`src/common/ums_regs.vh`:
```
// register indices, field positions and reset values of the modem block
`ifndef UMS_REGS_VH
`define UMS_REGS_VH

// ----------------------------------------------------------------
// register indices (byte address is four times the index)
// ----------------------------------------------------------------
`define UMS_IDX_IER      4'h1
`define UMS_IDX_IIR      4'h2
`define UMS_IDX_LCR      4'h3
`define UMS_IDX_MCR      4'h4
`define UMS_IDX_LSR      4'h5
`define UMS_IDX_MSR      4'h6
`define UMS_IDX_SCR      4'h7
`define UMS_IDX_SERCTL   4'h8

// ----------------------------------------------------------------
// interrupt enable bits
// ----------------------------------------------------------------
`define UMS_IER_RXDATA   0
`define UMS_IER_TX_HOLDING_EMPTY_FLAG     1
`define UMS_IER_RXLINE   2
`define UMS_IER_MODEM    3

// ----------------------------------------------------------------
// modem control bits
// ----------------------------------------------------------------
`define UMS_MCR_TREADY   0
`define UMS_MCR_RTS      1
`define UMS_MCR_AUX1     2
`define UMS_MCR_AUX2     3
`define UMS_MCR_LOOP     4

// ----------------------------------------------------------------
// line status bits
// ----------------------------------------------------------------
`define UMS_LSR_DR       0
`define UMS_LSR_ERR_LO   1
`define UMS_LSR_ERR_HI   4
`define UMS_LSR_TX_HOLDING_EMPTY_FLAG     5
`define UMS_LSR_TX_SHIFTER_EMPTY_FLAG     6

// ----------------------------------------------------------------
// reset values and interrupt identities
// ----------------------------------------------------------------
`define UMS_MCR_RST      8'h00
`define UMS_LSR_RST      8'h60
`define UMS_IER_RST      8'h00
`define UMS_IID_NONE     8'h01
`define UMS_IID_LINE     8'h06
`define UMS_IID_RXDATA   8'h04
`define UMS_IID_TX_HOLDING_EMPTY_FLAG     8'h02
`define UMS_IID_MODEM    8'h00

`endif

```
`src/logic/ums_top.v`:
```
// modem signals, master reset and interrupt output with apb registers
`timescale 1ns/10ps
`include "ums_regs.vh"

module ums_top (
    input  wire        clock,
    input  wire        rst_b,
    // apb slave
    input  wire        psel,
    input  wire        penable,
    input  wire        pwrite,
    input  wire [7:0]  paddr,
    input  wire [31:0] pwdata,
    output reg  [31:0] prdata,
    output reg         pready,
    output reg         pslverr,
    // modem side
    input  wire        masterResetIn,
    input  wire        clearSend_b,
    input  wire        setReady_b,
    input  wire        ringIndicate_b,
    input  wire        carrierDetect_b,
    output reg         terminalReady_b,
    output reg         requestSend_b,
    output reg         auxOutputFirst_b,
    output reg         auxOutputSecond_b,
    // serial line and framing engine
    input  wire        serialLineIn,
    input  wire        txSerialIn,
    output reg         rxSerialOut,
    output reg         serialEnable,
    input  wire        rxDataSet,
    input  wire        rxDataTaken,
    input  wire [3:0]  rxErrSet,
    input  wire        txHoldLoad,
    input  wire        txHoldFreed,
    input  wire        txShiftIdle,
    // host
    output reg         interruptRequestOut
);

    // ----------------------------------------------------------------
    // registers
    // ----------------------------------------------------------------
    reg  [7:0]  ier_r;
    reg  [7:0]  lcr_r;
    reg  [7:0]  mcr_r;
    reg  [7:0]  lsr_r;
    reg  [7:0]  lsr_nxt;
    reg  [7:0]  scr_r;
    reg         threPend_r;
    reg  [31:0] rdMux;
    reg         mapped;

    wire [3:0]  msrActive;
    wire [3:0]  msrDelta;
    wire [7:0]  msrValue;
    wire        irqAny;
    wire [7:0]  iid;
    wire [5:0]  wordIdx;
    wire        mr;

    // ----------------------------------------------------------------
    // register index decode
    // ----------------------------------------------------------------
    // one compare shared by reads, writes and read side effects, so the
    // three paths cannot disagree on which register is addressed
    function hitIdx;
        input [5:0] idx;
        input [3:0] code;
        begin
            hitIdx = (idx == {2'b00, code});
        end
    endfunction

    wire hitIer;
    wire hitIir;
    wire hitLcr;
    wire hitMcr;
    wire hitLsr;
    wire hitMsr;
    wire hitScr;
    wire hitSer;

    // index 0 (data buffers) belongs to the framing engine, so it
    // answers with an error here
    assign hitIer = hitIdx(wordIdx, `UMS_IDX_IER);
    assign hitIir = hitIdx(wordIdx, `UMS_IDX_IIR);
    assign hitLcr = hitIdx(wordIdx, `UMS_IDX_LCR);
    assign hitMcr = hitIdx(wordIdx, `UMS_IDX_MCR);
    assign hitLsr = hitIdx(wordIdx, `UMS_IDX_LSR);
    assign hitMsr = hitIdx(wordIdx, `UMS_IDX_MSR);
    assign hitScr = hitIdx(wordIdx, `UMS_IDX_SCR);
    assign hitSer = hitIdx(wordIdx, `UMS_IDX_SERCTL);

    // ----------------------------------------------------------------
    // bus phases
    // ----------------------------------------------------------------
    wire accessHold;
    wire rdLatch;
    wire wrDone;
    wire rdMsr;
    wire rdLsr;
    wire rdIir;

    assign mr         = masterResetIn;
    assign wordIdx    = paddr[7:2];
    assign accessHold = psel & penable & ~pready;
    // read side effects at the edge that captures the data, so an
    // event after that edge is kept for the next read
    assign rdLatch    = accessHold & ~pwrite & mapped;
    assign wrDone     = psel & penable & pready & pwrite & ~pslverr;
    assign rdMsr      = rdLatch & hitMsr;
    assign rdLsr      = rdLatch & hitLsr;
    assign rdIir      = rdLatch & hitIir;

    // ----------------------------------------------------------------
    // modem inputs
    // ----------------------------------------------------------------
    // bit order: clear to send, set ready, ring, carrier
    ums_change_det #(
        .N         (4),
        .RISE_MASK (4'h4)
    ) u_change (
        .clock       (clock),
        .rst_b       (rst_b),
        .masterReset (mr),
        .pinsIn      ({carrierDetect_b, ringIndicate_b,
                       setReady_b, clearSend_b}),
        .clearFlags  (rdMsr),
        .activeOut   (msrActive),
        .deltaOut    (msrDelta)
    );

    // ring sensing has no gate from terminal ready
    assign msrValue = {msrActive, msrDelta};

    ums_irq_ctrl u_irq (
        .interrupt_enable_reg      (ier_r),
        .line_status_reg      (lsr_r),
        .msrDelta (msrDelta),
        .threPend (threPend_r),
        .irqAny   (irqAny),
        .iid      (iid)
    );

    // ----------------------------------------------------------------
    // read decode
    // ----------------------------------------------------------------
    always @* begin
        rdMux  = 32'h00000000;
        mapped = 1'b1;
        if (hitIer) begin
            rdMux[7:0] = ier_r;
        end else if (hitIir) begin
            rdMux[7:0] = iid;
        end else if (hitLcr) begin
            rdMux[7:0] = lcr_r;
        end else if (hitMcr) begin
            rdMux[7:0] = mcr_r;
        end else if (hitLsr) begin
            rdMux[7:0] = lsr_r;
        end else if (hitMsr) begin
            rdMux[7:0] = msrValue;
        end else if (hitScr) begin
            rdMux[7:0] = scr_r;
        end else if (hitSer) begin
            rdMux[0] = serialEnable;
        end else begin
            mapped = 1'b0;
        end
    end

    // ----------------------------------------------------------------
    // apb answer: one wait state, data from a flop
    // ----------------------------------------------------------------
    always @(posedge clock or negedge rst_b) begin
        if (!rst_b) begin
            pready  <= 1'b0;
            pslverr <= 1'b0;
            prdata  <= 32'h00000000;
        end else if (accessHold) begin
            pready  <= 1'b1;
            pslverr <= ~mapped;
            prdata  <= pwrite ? 32'h00000000 : rdMux;
        end else begin
            pready  <= 1'b0;
            pslverr <= 1'b0;
        end
    end

    // ----------------------------------------------------------------
    // control registers
    // ----------------------------------------------------------------
    always @(posedge clock or negedge rst_b) begin
        if (!rst_b) begin
            ier_r        <= `UMS_IER_RST;
            lcr_r        <= 8'h00;
            mcr_r        <= `UMS_MCR_RST;
            scr_r        <= 8'h00;
            serialEnable <= 1'b0;
        end else if (mr) begin
            mcr_r        <= `UMS_MCR_RST;
            serialEnable <= 1'b0;
        end else if (wrDone) begin
            if (hitIer) begin
                ier_r <= {4'h0, pwdata[3:0]};
            end else if (hitLcr) begin
                lcr_r <= pwdata[7:0];
            end else if (hitMcr) begin
                mcr_r <= {3'b000, pwdata[4:0]};
            end else if (hitScr) begin
                scr_r <= pwdata[7:0];
            end else if (hitSer) begin
                // stays idle until software re-enables it
                serialEnable <= pwdata[0];
            end
        end
    end

    // ----------------------------------------------------------------
    // line status: set wins over clear
    // ----------------------------------------------------------------
    always @* begin
        lsr_nxt = lsr_r;
        if (rdLsr) begin
            lsr_nxt[`UMS_LSR_ERR_HI:`UMS_LSR_ERR_LO] = 4'h0;
        end
        lsr_nxt[`UMS_LSR_ERR_HI:`UMS_LSR_ERR_LO] =
            lsr_nxt[`UMS_LSR_ERR_HI:`UMS_LSR_ERR_LO] | rxErrSet;
        if (rxDataTaken) begin
            lsr_nxt[`UMS_LSR_DR] = 1'b0;
        end
        if (rxDataSet) begin
            lsr_nxt[`UMS_LSR_DR] = 1'b1;
        end
        if (txHoldLoad) begin
            lsr_nxt[`UMS_LSR_TX_HOLDING_EMPTY_FLAG] = 1'b0;
            lsr_nxt[`UMS_LSR_TX_SHIFTER_EMPTY_FLAG] = 1'b0;
        end
        if (txHoldFreed) begin
            lsr_nxt[`UMS_LSR_TX_HOLDING_EMPTY_FLAG] = 1'b1;
        end
        if (txShiftIdle) begin
            lsr_nxt[`UMS_LSR_TX_SHIFTER_EMPTY_FLAG] = 1'b1;
        end
        lsr_nxt[7] = 1'b0;
    end

    always @(posedge clock or negedge rst_b) begin
        if (!rst_b) begin
            lsr_r <= `UMS_LSR_RST;
        end else if (mr) begin
            lsr_r <= `UMS_LSR_RST;
        end else begin
            lsr_r <= lsr_nxt;
        end
    end

    // ----------------------------------------------------------------
    // holding-empty interrupt: serviced by identity read or a load
    // ----------------------------------------------------------------
    always @(posedge clock or negedge rst_b) begin
        if (!rst_b) begin
            threPend_r <= 1'b0;
        end else if (mr) begin
            threPend_r <= 1'b0;
        end else if (txHoldFreed) begin
            threPend_r <= 1'b1;
        end else if (txHoldLoad) begin
            threPend_r <= 1'b0;
        end else if (rdIir && iid == `UMS_IID_TX_HOLDING_EMPTY_FLAG) begin
            threPend_r <= 1'b0;
        end else if (wrDone && ier_r[`UMS_IER_TX_HOLDING_EMPTY_FLAG] == 1'b0 &&
                     hitIer &&
                     pwdata[`UMS_IER_TX_HOLDING_EMPTY_FLAG] && lsr_r[`UMS_LSR_TX_HOLDING_EMPTY_FLAG]) begin
            // enabling while already empty raises it at once
            threPend_r <= 1'b1;
        end
    end

    // ----------------------------------------------------------------
    // pin outputs, all from flops
    // ----------------------------------------------------------------
    always @(posedge clock or negedge rst_b) begin
        if (!rst_b) begin
            terminalReady_b     <= 1'b1;
            requestSend_b       <= 1'b1;
            auxOutputFirst_b    <= 1'b1;
            auxOutputSecond_b   <= 1'b1;
            interruptRequestOut <= 1'b0;
            rxSerialOut         <= 1'b1;
        end else if (mr) begin
            terminalReady_b     <= 1'b1;
            requestSend_b       <= 1'b1;
            auxOutputFirst_b    <= 1'b1;
            auxOutputSecond_b   <= 1'b1;
            interruptRequestOut <= 1'b0;
            rxSerialOut         <= 1'b1;
        end else begin
            terminalReady_b     <= ~mcr_r[`UMS_MCR_TREADY];
            requestSend_b       <= ~mcr_r[`UMS_MCR_RTS];
            auxOutputFirst_b    <= ~mcr_r[`UMS_MCR_AUX1] |
                                   mcr_r[`UMS_MCR_LOOP];
            auxOutputSecond_b   <= ~mcr_r[`UMS_MCR_AUX2] |
                                   mcr_r[`UMS_MCR_LOOP];
            interruptRequestOut <= irqAny;
            // line high is mark; carrier input plays no part here
            if (mcr_r[`UMS_MCR_LOOP]) begin
                rxSerialOut <= txSerialIn;
            end else begin
                rxSerialOut <= serialLineIn;
            end
        end
    end

endmodule

```
`src/logic/ums_change_det.v`:
```
// modem input sampling and sticky change flags
`timescale 1ns/10ps
module ums_change_det #(
    parameter N         = 4,
    parameter RISE_MASK = 4'h4
) (
    input  wire         clock,
    input  wire         rst_b,
    input  wire         masterReset,
    input  wire [N-1:0] pinsIn,
    input  wire         clearFlags,
    output wire [N-1:0] activeOut,
    output reg  [N-1:0] deltaOut
);

    reg [N-1:0] sample_r;
    reg [N-1:0] prev_r;

    // pins are active low; status shows the active state
    assign activeOut = ~sample_r;

    always @(posedge clock or negedge rst_b) begin
        if (!rst_b) begin
            sample_r <= {N{1'b1}};
            prev_r   <= {N{1'b1}};
        end else begin
            sample_r <= pinsIn;
            prev_r   <= sample_r;
        end
    end

    genvar i;
    generate
        for (i = 0; i < N; i = i + 1) begin : g_flag
            wire evt;
            // masked inputs report only a low to high pin change
            assign evt = RISE_MASK[i] ? (~prev_r[i] & sample_r[i])
                                      : (prev_r[i] ^ sample_r[i]);
            always @(posedge clock or negedge rst_b) begin
                if (!rst_b) begin
                    deltaOut[i] <= 1'b0;
                end else if (masterReset) begin
                    deltaOut[i] <= 1'b0;
                end else if (evt) begin
                    deltaOut[i] <= 1'b1;
                end else if (clearFlags) begin
                    deltaOut[i] <= 1'b0;
                end
            end
        end
    endgenerate

endmodule

```
`src/logic/ums_irq_ctrl.v`:
```
// interrupt source priority and identity
`timescale 1ns/10ps
`include "ums_regs.vh"
module ums_irq_ctrl (
    input  wire [7:0] interrupt_enable_reg,
    input  wire [7:0] line_status_reg,
    input  wire [3:0] msrDelta,
    input  wire       threPend,
    output reg        irqAny,
    output reg  [7:0] iid
);

    wire lineSrc;
    wire dataSrc;
    wire threSrc;
    wire modemSrc;

    assign lineSrc  = interrupt_enable_reg[`UMS_IER_RXLINE] &
                      (|line_status_reg[`UMS_LSR_ERR_HI:`UMS_LSR_ERR_LO]);
    assign dataSrc  = interrupt_enable_reg[`UMS_IER_RXDATA] & line_status_reg[`UMS_LSR_DR];
    assign threSrc  = interrupt_enable_reg[`UMS_IER_TX_HOLDING_EMPTY_FLAG] & threPend;
    assign modemSrc = interrupt_enable_reg[`UMS_IER_MODEM] & (|msrDelta);

    always @* begin
        irqAny = lineSrc | dataSrc | threSrc | modemSrc;
        if (lineSrc) begin
            iid = `UMS_IID_LINE;
        end else if (dataSrc) begin
            iid = `UMS_IID_RXDATA;
        end else if (threSrc) begin
            iid = `UMS_IID_TX_HOLDING_EMPTY_FLAG;
        end else if (modemSrc) begin
            iid = `UMS_IID_MODEM;
        end else begin
            iid = `UMS_IID_NONE;
        end
    end

endmodule

```
`config.mk`:
```
export PLATFORM = sky130hd
export DESIGN_NAME = ums_top
export DESIGN_NICKNAME = d
export VERILOG_FILES = /design/src/logic/ums_top.v /design/src/logic/ums_change_det.v /design/src/logic/ums_irq_ctrl.v
export VERILOG_INCLUDE_DIRS = /design/src /design/src/common
export SDC_FILE = /design/constraint.sdc
export NUM_CORES = 1
export LEC_CHECK = 0
export ABC_AREA = 0
export BUFFER_PORTS_ARGS = -buffer_cell sky130_fd_sc_hd__buf_2
export CAP_MARGIN = 5
export CORE_ASPECT_RATIO = 1.25
export CORE_MARGIN = 2
export CORE_UTILIZATION = 42
export CTS_BUF_LIST = sky130_fd_sc_hd__clkbuf_4 sky130_fd_sc_hd__clkbuf_8
export DETAILED_ROUTE_END_ITERATION = 8
export PLACE_DENSITY = 0.74
export SLEW_MARGIN = 5
export SYNTH_ARGS = -nofsm -noshare
export SYNTH_HDL_FRONTEND = slang
export SYNTH_HIERARCHICAL = 1
export SYNTH_SLANG_ARGS = --single-unit
```
`constraint.sdc`:
```
create_clock -name clock -period 1.9 [get_ports clock]
set_input_delay 0.57 -clock clock [delete_from_list [all_inputs] [get_ports clock]]
set_output_delay 0.57 -clock clock [all_outputs]
set_load 0.1 [all_outputs]
```
==> run_results.csv, run 1 <==
group,metric,value,unit
outcome,status,"finished, final reports clean",
floorplanning,initial_core_util,43.04,%
setup_path,end_kind,"output port",
drt,wl,7456,microns
power,p_seq_share,44.8,%
clock_network,cts_buffers,9,
power,swShare,30.53,%
setup_path,crit_buf_inv,1,
sta,finalCriticalPeriod,1.831,ns
drt,drt_iter0_markers,179,
clock_network,clock_path_buffers,2,
setup_path,cp.required,1.33,ns
synth,synth_area_leaders,"dfrtp_1, dfstp_2, mux2_2",
floorplanning,io_pins,102,
clock_network,clock_sinks,62,
clock_network,cts_tree,"built",
setup_path,crit_family,"flip-flops",
synth,synth_edf_count,0,
setup_path,setup.worst_path.class,"reg -> out",
clock_network,clock_latency,0.34,ns
sta,drv_slew,0,
clock_network,htreeDepth,3,
synth,synth_top_cell_by_area,"dfrtp_1",
setup_path,r2r_setup_slack,0.08,ns
clock_network,post-cts-setup-buffers,0,
place,hpwl,5721,microns
synth,ys_types,49,
synth,synth.yosys.seq_area_share,49.59,%
synth,synth_flop_cell,"dfrtp_1",
drt,final_antenna_net_count,0,
floorplanning,die_height,101.1,microns
drt,drt_first_pass_iters,4,
final_layout,final_nets,431,
power,power_frac_clock,38.0,%
floorplanning,dieArea,8255,sq um
setup_path,cp_slowest_cell,"dfstp_2",
synth,synth_seq_cells,62,
place,dp.cells,451,
power,switching_power,0.9550,mW
worst_hold_path,holdCritPathClass,"in -> async",
global_route,grt_max_degree,63,
flow_run,maxCapViolCount,0,
power,finalPower,3.128,mW
final_layout,area_growth,24.77,%
floorplanning,rows,35,
setup_path,cp_max_fo,1,
final_layout,diodes,0,
floorplanning,die_x,81.67,microns
place,routabilityCongestion,0.9351,
drt,route.detailed.drc,0,
setup_path,r2r_start,"lsr_r[4]$_DFF_PN0_",
global_route,antenna_found_initial,0,
power,p_int,2.173,mW
floorplanning,core-area,7357,sq um
power,irDropWorstVdd,0.0006165,V
drt,via_per_inst,5.165,
synth,syn_inst,281,
synth,yosysMostFrequentCell,"dfrtp_1",
global_route,grt_pass1_vias,2409,
synth,synth_top_area_share,37.14,%
sta,fmax,0.5462,GHz
setup_path,arrival,1.26,ns
global_route,grtUsageTotal,19.69,%
sta,setup_viol,0,
final_layout,drive_gt1_share,42.67,%
synth,synth-async-reset-ratio,100.0,%
place,port_buffers,51,
power,leakagePower,1.902,nW
power,combPwrFrac,17.2,%
synth,yosysWarningCount,6,
setup_path,max_stage_delay,0.51,ns
clock_network,cts.clk_slew.worst_paths,0.07,ns
setup_path,start_kind,"flop",
global_route,grt_pass1_wl,11970,microns
sta,hold_violations,0,
drt,num_vias,2412,
synth,netlist_area,3167,sq um
setup_path,r2r_end,"prdata[1]$_DFFE_PN0P_",
clock_network,cts_root_buf,"clkbuf_8",
global_route,grt.overflow.total,0,
drt,wl_per_cell,15.97,microns
sta,finClkSkew,0.008365,ns
final_layout,final_cells,467,
power,power_density,791.5,nW/um^2
synth,synthTopCellsByCount,"dfrtp_1, buf_4, mux2_2, a21oi_1, nand2_1",
setup_path,cp_cell_sequence,"buf_2",
synth,synth.avg_cell_area,11.27,sq um
sta,post-route-period-util,96.36,%
setup_path,ff2ff_path_depth,5,
==> how the worst max path moves through the flow <==
| stage | from | endpoint | slack [ns] | cells after the start |
|---|---|---|---|---|
| global route | lsr_r[4]$_DFF_PN0_ | prdata[1]$_DFFE_PN0P_ | -0.04 | 5 |
| floorplan | paddr[7] | mcr_r[0]$_DFFE_PN0P_ | -0.10 | 5 |
| CTS | auxOutputSecond_b$_DFF_PN1_ | auxOutputSecond_b | 0.05 | 1 |
| detailed placement | paddr[7] | mcr_r[3]$_DFFE_PN0P_ | -0.20 | 6 |
| finish | auxOutputSecond_b$_DFF_PN1_ | auxOutputSecond_b | 0.07 | 1 |
| global placement | paddr[7] | mcr_r[1]$_DFFE_PN0P_ | -0.19 | 6 |
==> registers in the layout, indices dropped and copies added (netlist names), 4 cells and up <==
register	cells
lcr_r	8
ier_r	4
u_change/deltaOut	4
lsr_r	7
mcr_r	5
scr_r	8
u_change/prev_r	4
prdata	8
u_change/sample_r	4
==> metrics by stage <==
step | util, % | hold slack (ns) | cell area [sq um] | setup TNS [ns] | setup slack, ns
3_5_place_dp | 50.61 | 0.3681 | 3724 | -3.217 | -0.1990
4_1_cts | 53.45 | 0.2456 | 3933 | 0 | 0.04760
2_1_floorplan | - | 0.2744 | 3344 | -0.7395 | -0.1036
6_report | 53.71 | 0.2284 | 3951 | 0 | 0.06922
5_1_grt | 53.71 | 0.2615 | 3951 | -0.03934 | -0.03934
3_3_place_gp | 50.61 | 0.3683 | 3724 | -2.996 | -0.1852
==> layout by cell type (no fill, tap or decap), types with 3 or more instances in the layout <==
cell type   netlist  layout
clkinvlp_4        0       3
o21ai_0           6       6
nor4_1            6       5
or3_1             3       3
nor3_1            3       3
nand4_1           4       4
mux4_2            4       4
nor2_1           15      15
xnor2_1           4       4
buf_4            29      38
nand2b_1         10      10
mux2i_1           8       8
a211o_1           4       4
dfrtp_1          47      45
o221ai_1          3       3
conb_1            2      29
nor2b_1           6       6
dfstp_2          15      15
inv_1             8       8
mux2_4            0       3
mux2_2           22      19
o31ai_1           3       3
a21oi_1          17      17
nand2_1          16      16
buf_2             3      51
a22oi_1           5       5
mux2_1            3       3
clkbuf_8          0      11
==> power groups by stage <==
| stage | clock network (mW) | registers (mW) | logic, mW |
|---|---|---|---|
| global route | 1.28 | 1.40 | 0.574 |
| finish | 1.19 | 1.40 | 0.538 |
| floorplan | 0 | 1.46 | 0.380 |
| global placement | 0 | 1.42 | 0.532 |
| CTS | 1.22 | 1.40 | 0.539 |
| detailed placement | 0 | 1.42 | 0.538 |
==> layout make-up <==
| type | instances | area, sq um |
|---|---|---|
| flip-flops and latches | 62 | 1575 |
| well taps | 92 | 115.1 |
| fillers | 661 | 3406 |
| multi-input cells | 199 | 1461 |
| repair buffers | 90 | 560.5 |
| clock buffers | 11 | 151.4 |
| inverters | 8 | 30.03 |
| clock inverters | 5 | 57.56 |
==> layer usage <==
layer	share of wire [%]	global-route usage, %	vias up
met5	0	0	-
met4	2.2	9.359	0
met3	6.5	2.509	14
met2	52	33.17	99
met1	39	24.85	1173
li1	-	-	1126
==> what timing repair did <==
item	in CTS	in global routing
hold buffers	0	0
endpoints found under the setup margin	0	2
hold endpoints to repair	0	0
resized for setup	0	2
==> cells by family (layout without fill, tap and decap cells) <==
| logic type | count (synthesis) | after routing | synth area share (%) |
|---|---|---|---|
| AND/OR/NAND/NOR | 80 | 80 | 14.90 |
| flip-flops | 62 | 62 | 49.59 |
| AO/OA/AOI/OAI | 49 | 49 | 10.79 |
| buffers and inverters | 47 | 114 | 9.127 |
| multiplexers | 37 | 37 | 14.26 |
| XOR/XNOR | 4 | 4 | 1.106 |
| other | 2 | 29 | 0.2371 |
(Power assumes the default switching activity.)
==> run 2: changes to the inputs <==
Settings changed: CORE_MARGIN 2 to 3.
Clock period 1.9 ns to 1.84 ns, I/O delays scaled along.
==> run_results.csv, run 2 (synthesis results as in run 1) <==
group,metric,value,unit
final_layout,regArea,1575,sq um
sta,post-route-period-util,94.81,%
floorplanning,dieArea,8624,sq um
floorplanning,rows,34,
setup_path,setup.worst_path.class,"reg -> reg",
place,hpwl,5752,microns
place,place_ws,-0.2535,ns
sta,finalCriticalPeriod,1.745,ns
drt,final_antenna_net_count,0,
clock_network,cts_hold_buf,0,
setup_path,cp_max_fo,4,
final_layout,layout_common_cells,"dfrtp_1, buf_2, buf_4",
final_layout,drive_gt1_share,42.32,%
global_route,grtUsageTotal,18.62,%
place,dpl-instance-area,3680,sq um
floorplanning,die_x,83.67,microns
floorplanning,core-area,7147,sq um
setup_path,cp.required,2.09,ns
setup_path,start_kind,"flop",
clock_network,clock_path_buffers,2,
global_route,grt.overflow.total,0,
global_route,grt_pass1_wl,12160,microns
sta,fin_ws,0.09549,ns
drt,route.detailed.drc,0,
final_layout,fin_area,3931,sq um
final_layout,fillers,609,
drt,wl_per_cell,16.55,microns
floorplanning,die_height,103.1,microns
drt,drt_iter0_markers,142,
power,leakagePower,1.904,nW
final_layout,diodes,0,
setup_path,end_kind,"flop",
clock_network,cts_root_buf,"clkbuf_8",
place,port_buffers,51,
place,routabilityCongestion,0.9373,
global_route,grt_pass1_vias,2460,
flow_run,maxCapViolCount,0,
clock_network,cts_tree,"built",
drt,wl,7629,microns
sta,finClkSkew,0.009060,ns
clock_network,cts.clk_slew.worst_paths,0.07,ns
sta,setup_viol,0,
global_route,grt_max_degree,63,
power,power_density,820.7,nW/um^2
floorplanning,io_pins,102,
drt,via_per_inst,5.150,
final_layout,area_growth,24.14,%
sta,fmax,0.5732,GHz
final_layout,final_nets,427,
sta,rsz0062_at_grt,"no",
setup_path,arrival,2.00,ns
sta,holdWs,0.1945,ns
final_layout,multiInputGateArea,1464,sq um
sta,drv_slew,0,
sta,setup_tns,0,ns
outcome,status,"finished, final reports clean",
worst_hold_path,holdCritPathClass,"in -> async",
power,irDropWorstVdd,0.0005093,V
final_layout,utilization,55.01,%
sta,hold_violations,0,
final_layout,top_regs,"lcr_r (8), prdata (8), scr_r (8)",
drt,num_vias,2374,
global_route,antenna_found_initial,0,
floorplanning,initial_core_util,44.31,%
clock_network,clock_latency,0.35,ns
clock_network,htreeDepth,3,
clock_network,clock_sinks,62,
clock_network,cts_buffers,9,
drt,drt_first_pass_iters,4,
run 2: per-stage QoR:
step	cells	total power [mW]
floorplan	308	1.902
global placement	444	2.007
detailed placement	444	2.015
CTS	460	3.242
global route	461	3.336
finish	461	3.226
run 2: routing by layer:
| layer | track usage, % | up-vias | wire length (microns) |
|---|---|---|---|
| met2 | 32.52 | 73 | 3912 |
| met1 | 21.39 | 1151 | 3082 |
| met3 | 4.396 | 18 | 414 |
| li1 | - | 1132 | - |
| met5 | 0 | - | 0 |
| met4 | 9.901 | 0 | 219 |
run 2: worst max-delay path: stages (launching register included):
cell and delay [ns]:
dfrtp_1 0.42, o41ai_4 0.48, and4_1 0.28, mux2i_1 0.08, a2bb2oi_2 0.12, o211ai_1 0.09, a22oi_1 0.18
run 2: final cells by class:
type	instances	share of cell area [%]
clock buffer	13	4.074
clock inverter	3	1.114
inverter	8	0.7638
multi-input combinational	199	37.24
sequential	62	40.07
tap	90	2.864
timing repair buffer	86	13.88
run 2: repair_timing:
action                     CTS  global route
pin swaps                    0             3
buffers inserted             0             1
setup endpoints to repair    2             7
gates resized for setup      2             8
run 2: final timing paths:
path,endpoint,depth (start not counted),start,slack [ns]
hold / removal,pslverr$_DFF_PN0_,2,rst_b,0.19
setup / recovery,prdata[0]$_DFFE_PN0P_,6,lsr_r[1]$_DFF_PN0_,0.1
hold reg to reg,u_change/prev_r[2]$_DFF_PN1_,0,u_change/sample_r[2]$_DFF_PN1_,0.38
setup reg to reg,prdata[0]$_DFFE_PN0P_,6,lsr_r[1]$_DFF_PN0_,0.1
min in group clock,u_change/sample_r[3]$_DFF_PN1_,1,carrierDetect_b,0.30
max in group asynchronous,terminalReady_b$_DFF_PN1_,2,rst_b,1.32
run 2: power by group:
| group | internal, mW | switching [mW] | leakage (nW) | total [mW] |
|---|---|---|---|---|
| sequential | 1.41 | 0.0346 | 0.796 | 1.45 |
| clock | 0.708 | 0.519 | 0.108 | 1.23 |
| combinational | 0.135 | 0.419 | 1.00 | 0.554 |
| total | 2.25 | 0.972 | 1.90 | 3.23 |
==> run 3: changes to the inputs <==
Settings changed: RECOVER_POWER set to 50.
==> run_results.csv, run 3 (synthesis results as in run 1) <==
group,metric,value,unit
sta,hold_violations,0,
global_route,grt_max_degree,63,
drt,via_per_inst,5.145,
sta,rsz0062_at_grt,"no",
place,hpwl,5752,microns
final_layout,regArea,1575,sq um
global_route,grt_pass1_vias,2460,
floorplanning,core-area,7147,sq um
setup_path,end_kind,"flop",
final_layout,area_growth,24.10,%
drt,final_antenna_net_count,0,
floorplanning,initial_core_util,44.31,%
sta,finalCriticalPeriod,1.745,ns
clock_network,clock_sinks,62,
setup_path,arrival,2.00,ns
drt,num_vias,2372,
place,port_buffers,51,
floorplanning,io_pins,102,
global_route,antenna_found_initial,0,
clock_network,cts_root_buf,"clkbuf_8",
outcome,status,"finished, final reports clean",
sta,setup_viol,0,
power,leakagePower,1.899,nW
setup_path,start_kind,"flop",
flow_run,maxCapViolCount,0,
power,irDropWorstVdd,0.0005094,V
clock_network,cts_buffers,9,
final_layout,top_regs,"lcr_r (8), prdata (8), scr_r (8)",
drt,wl_per_cell,16.54,microns
global_route,grtUsageTotal,18.62,%
power,finalPower,3.223,mW
final_layout,multiInputGateArea,1464,sq um
sta,post-route-period-util,94.81,%
sta,fmax,0.5732,GHz
final_layout,diodes,0,
power,power_density,820.1,nW/um^2
final_layout,mostFrequentLayoutCell,"dfrtp_1",
global_route,grt.overflow.total,0,
sta,drv_slew,0,
clock_network,cts.clk_slew.worst_paths,0.07,ns
place,routabilityCongestion,0.9373,
drt,drt_iter0_markers,142,
drt,wl,7626,microns
clock_network,cts_tree,"built",
floorplanning,rows,34,
sta,finClkSkew,0.009060,ns
place,dp.cells,444,
setup_path,cp.required,2.10,ns
clock_network,clock_latency,0.35,ns
floorplanning,dieArea,8624,sq um
worst_hold_path,holdCritPathClass,"in -> async",
final_layout,layout_common_cells,"dfrtp_1, buf_2, buf_4",
setup_path,setup.worst_path.class,"reg -> reg",
clock_network,clock_path_buffers,2,
floorplanning,die_height,103.1,microns
drt,drt_first_pass_iters,4,
floorplanning,die_x,83.67,microns
final_layout,final_nets,427,
clock_network,htreeDepth,3,
drt,dr.max_layer_used,"met4",
final_layout,fillers,610,
drt,route.detailed.drc,0,
global_route,grt_pass1_wl,12160,microns
drt,wl_met1,3078,microns
final_layout,drive_gt1_share,40.97,%
drt,wl_met2,3908,microns
drt,wl_met3,419,microns
setup_path,cp_max_fo,4,
final_layout,final_cells,461,
==> run 3: changes by cell type in the layout (fill, tap and decap cells not counted) <==
cell      delta
buf_2        -1
clkbuf_1     +1
dfstp_1      +4
dfstp_2      -4
==> run 3: through the flow <==
step | util [%] | area (sq um) | worst slack (ns) | hold slack [ns] | setup TNS (ns)
2_1_floorplan | - | 3341 | -0.1452 | 0.2564 | -2.018
3_3_place_gp | 51.49 | 3680 | -0.2076 | 0.3699 | -4.560
3_5_place_dp | 51.49 | 3680 | -0.2535 | 0.3754 | -5.291
4_1_cts | 54.41 | 3889 | 0.0008414 | 0.2093 | 0
5_1_grt | 54.99 | 3930 | 0.01218 | 0.2661 | 0
6_report | 54.99 | 3930 | 0.09549 | 0.2373 | 0
==> run 3: critical path: stages, from the launching register on <==
cell,delay (ns)
dfrtp_1,0.42
o41ai_4,0.48
and4_1,0.28
mux2i_1,0.08
a2bb2oi_2,0.12
o211ai_1,0.09
a22oi_1,0.18
==> run 3: repair_timing <==
item | CTS | global route
pin swaps | 0 | 3
resized for setup | 2 | 8
setup buffers | 0 | 1
setup endpoints to repair | 2 | 7
hold endpoints to repair | 0 | 0
hold buffers | 0 | 0
==> run 3: metal layers <==
| layer | up-vias | GRT usage [%] |
|---|---|---|
| li1 | 1131 | - |
| met1 | 1148 | 21.39 |
| met2 | 75 | 32.52 |
| met3 | 18 | 4.396 |
| met4 | 0 | 9.901 |
| met5 | - | 0 |
==> run 3: report_power, final <==
group	internal (mW)	switching (mW)
registers	1.41	0.0346
logic	0.134	0.419
clock network	0.708	0.518
==> run 3: final timing paths <==
| check | start | endpoint | slack, ns | depth (start not counted) |
|---|---|---|---|---|
| worst min register to register | u_change/sample_r[3]$_DFF_PN1_ | u_change/prev_r[3]$_DFF_PN1_ | 0.40 | 0 |
| min in group clock | carrierDetect_b | u_change/sample_r[3]$_DFF_PN1_ | 0.30 | 1 |
| worst max-delay path | lsr_r[1]$_DFF_PN0_ | prdata[0]$_DFFE_PN0P_ | 0.1 | 6 |
| worst min-delay path | rst_b | pslverr$_DFF_PN0_ | 0.24 | 2 |
| max in group asynchronous | rst_b | terminalReady_b$_DFF_PN1_ | 1.28 | 2 |
| worst max register to register | lsr_r[1]$_DFF_PN0_ | prdata[0]$_DFFE_PN0P_ | 0.1 | 6 |
==> run 3: layout make-up <==
cell class                 count  area share [%]
sequential                    62           40.08
timing repair buffer          86           13.85
clock inverter                 3           1.114
tap                           90           2.865
clock buffer                  13           4.075
inverter                       8          0.7641
multi-input combinational    199           37.25
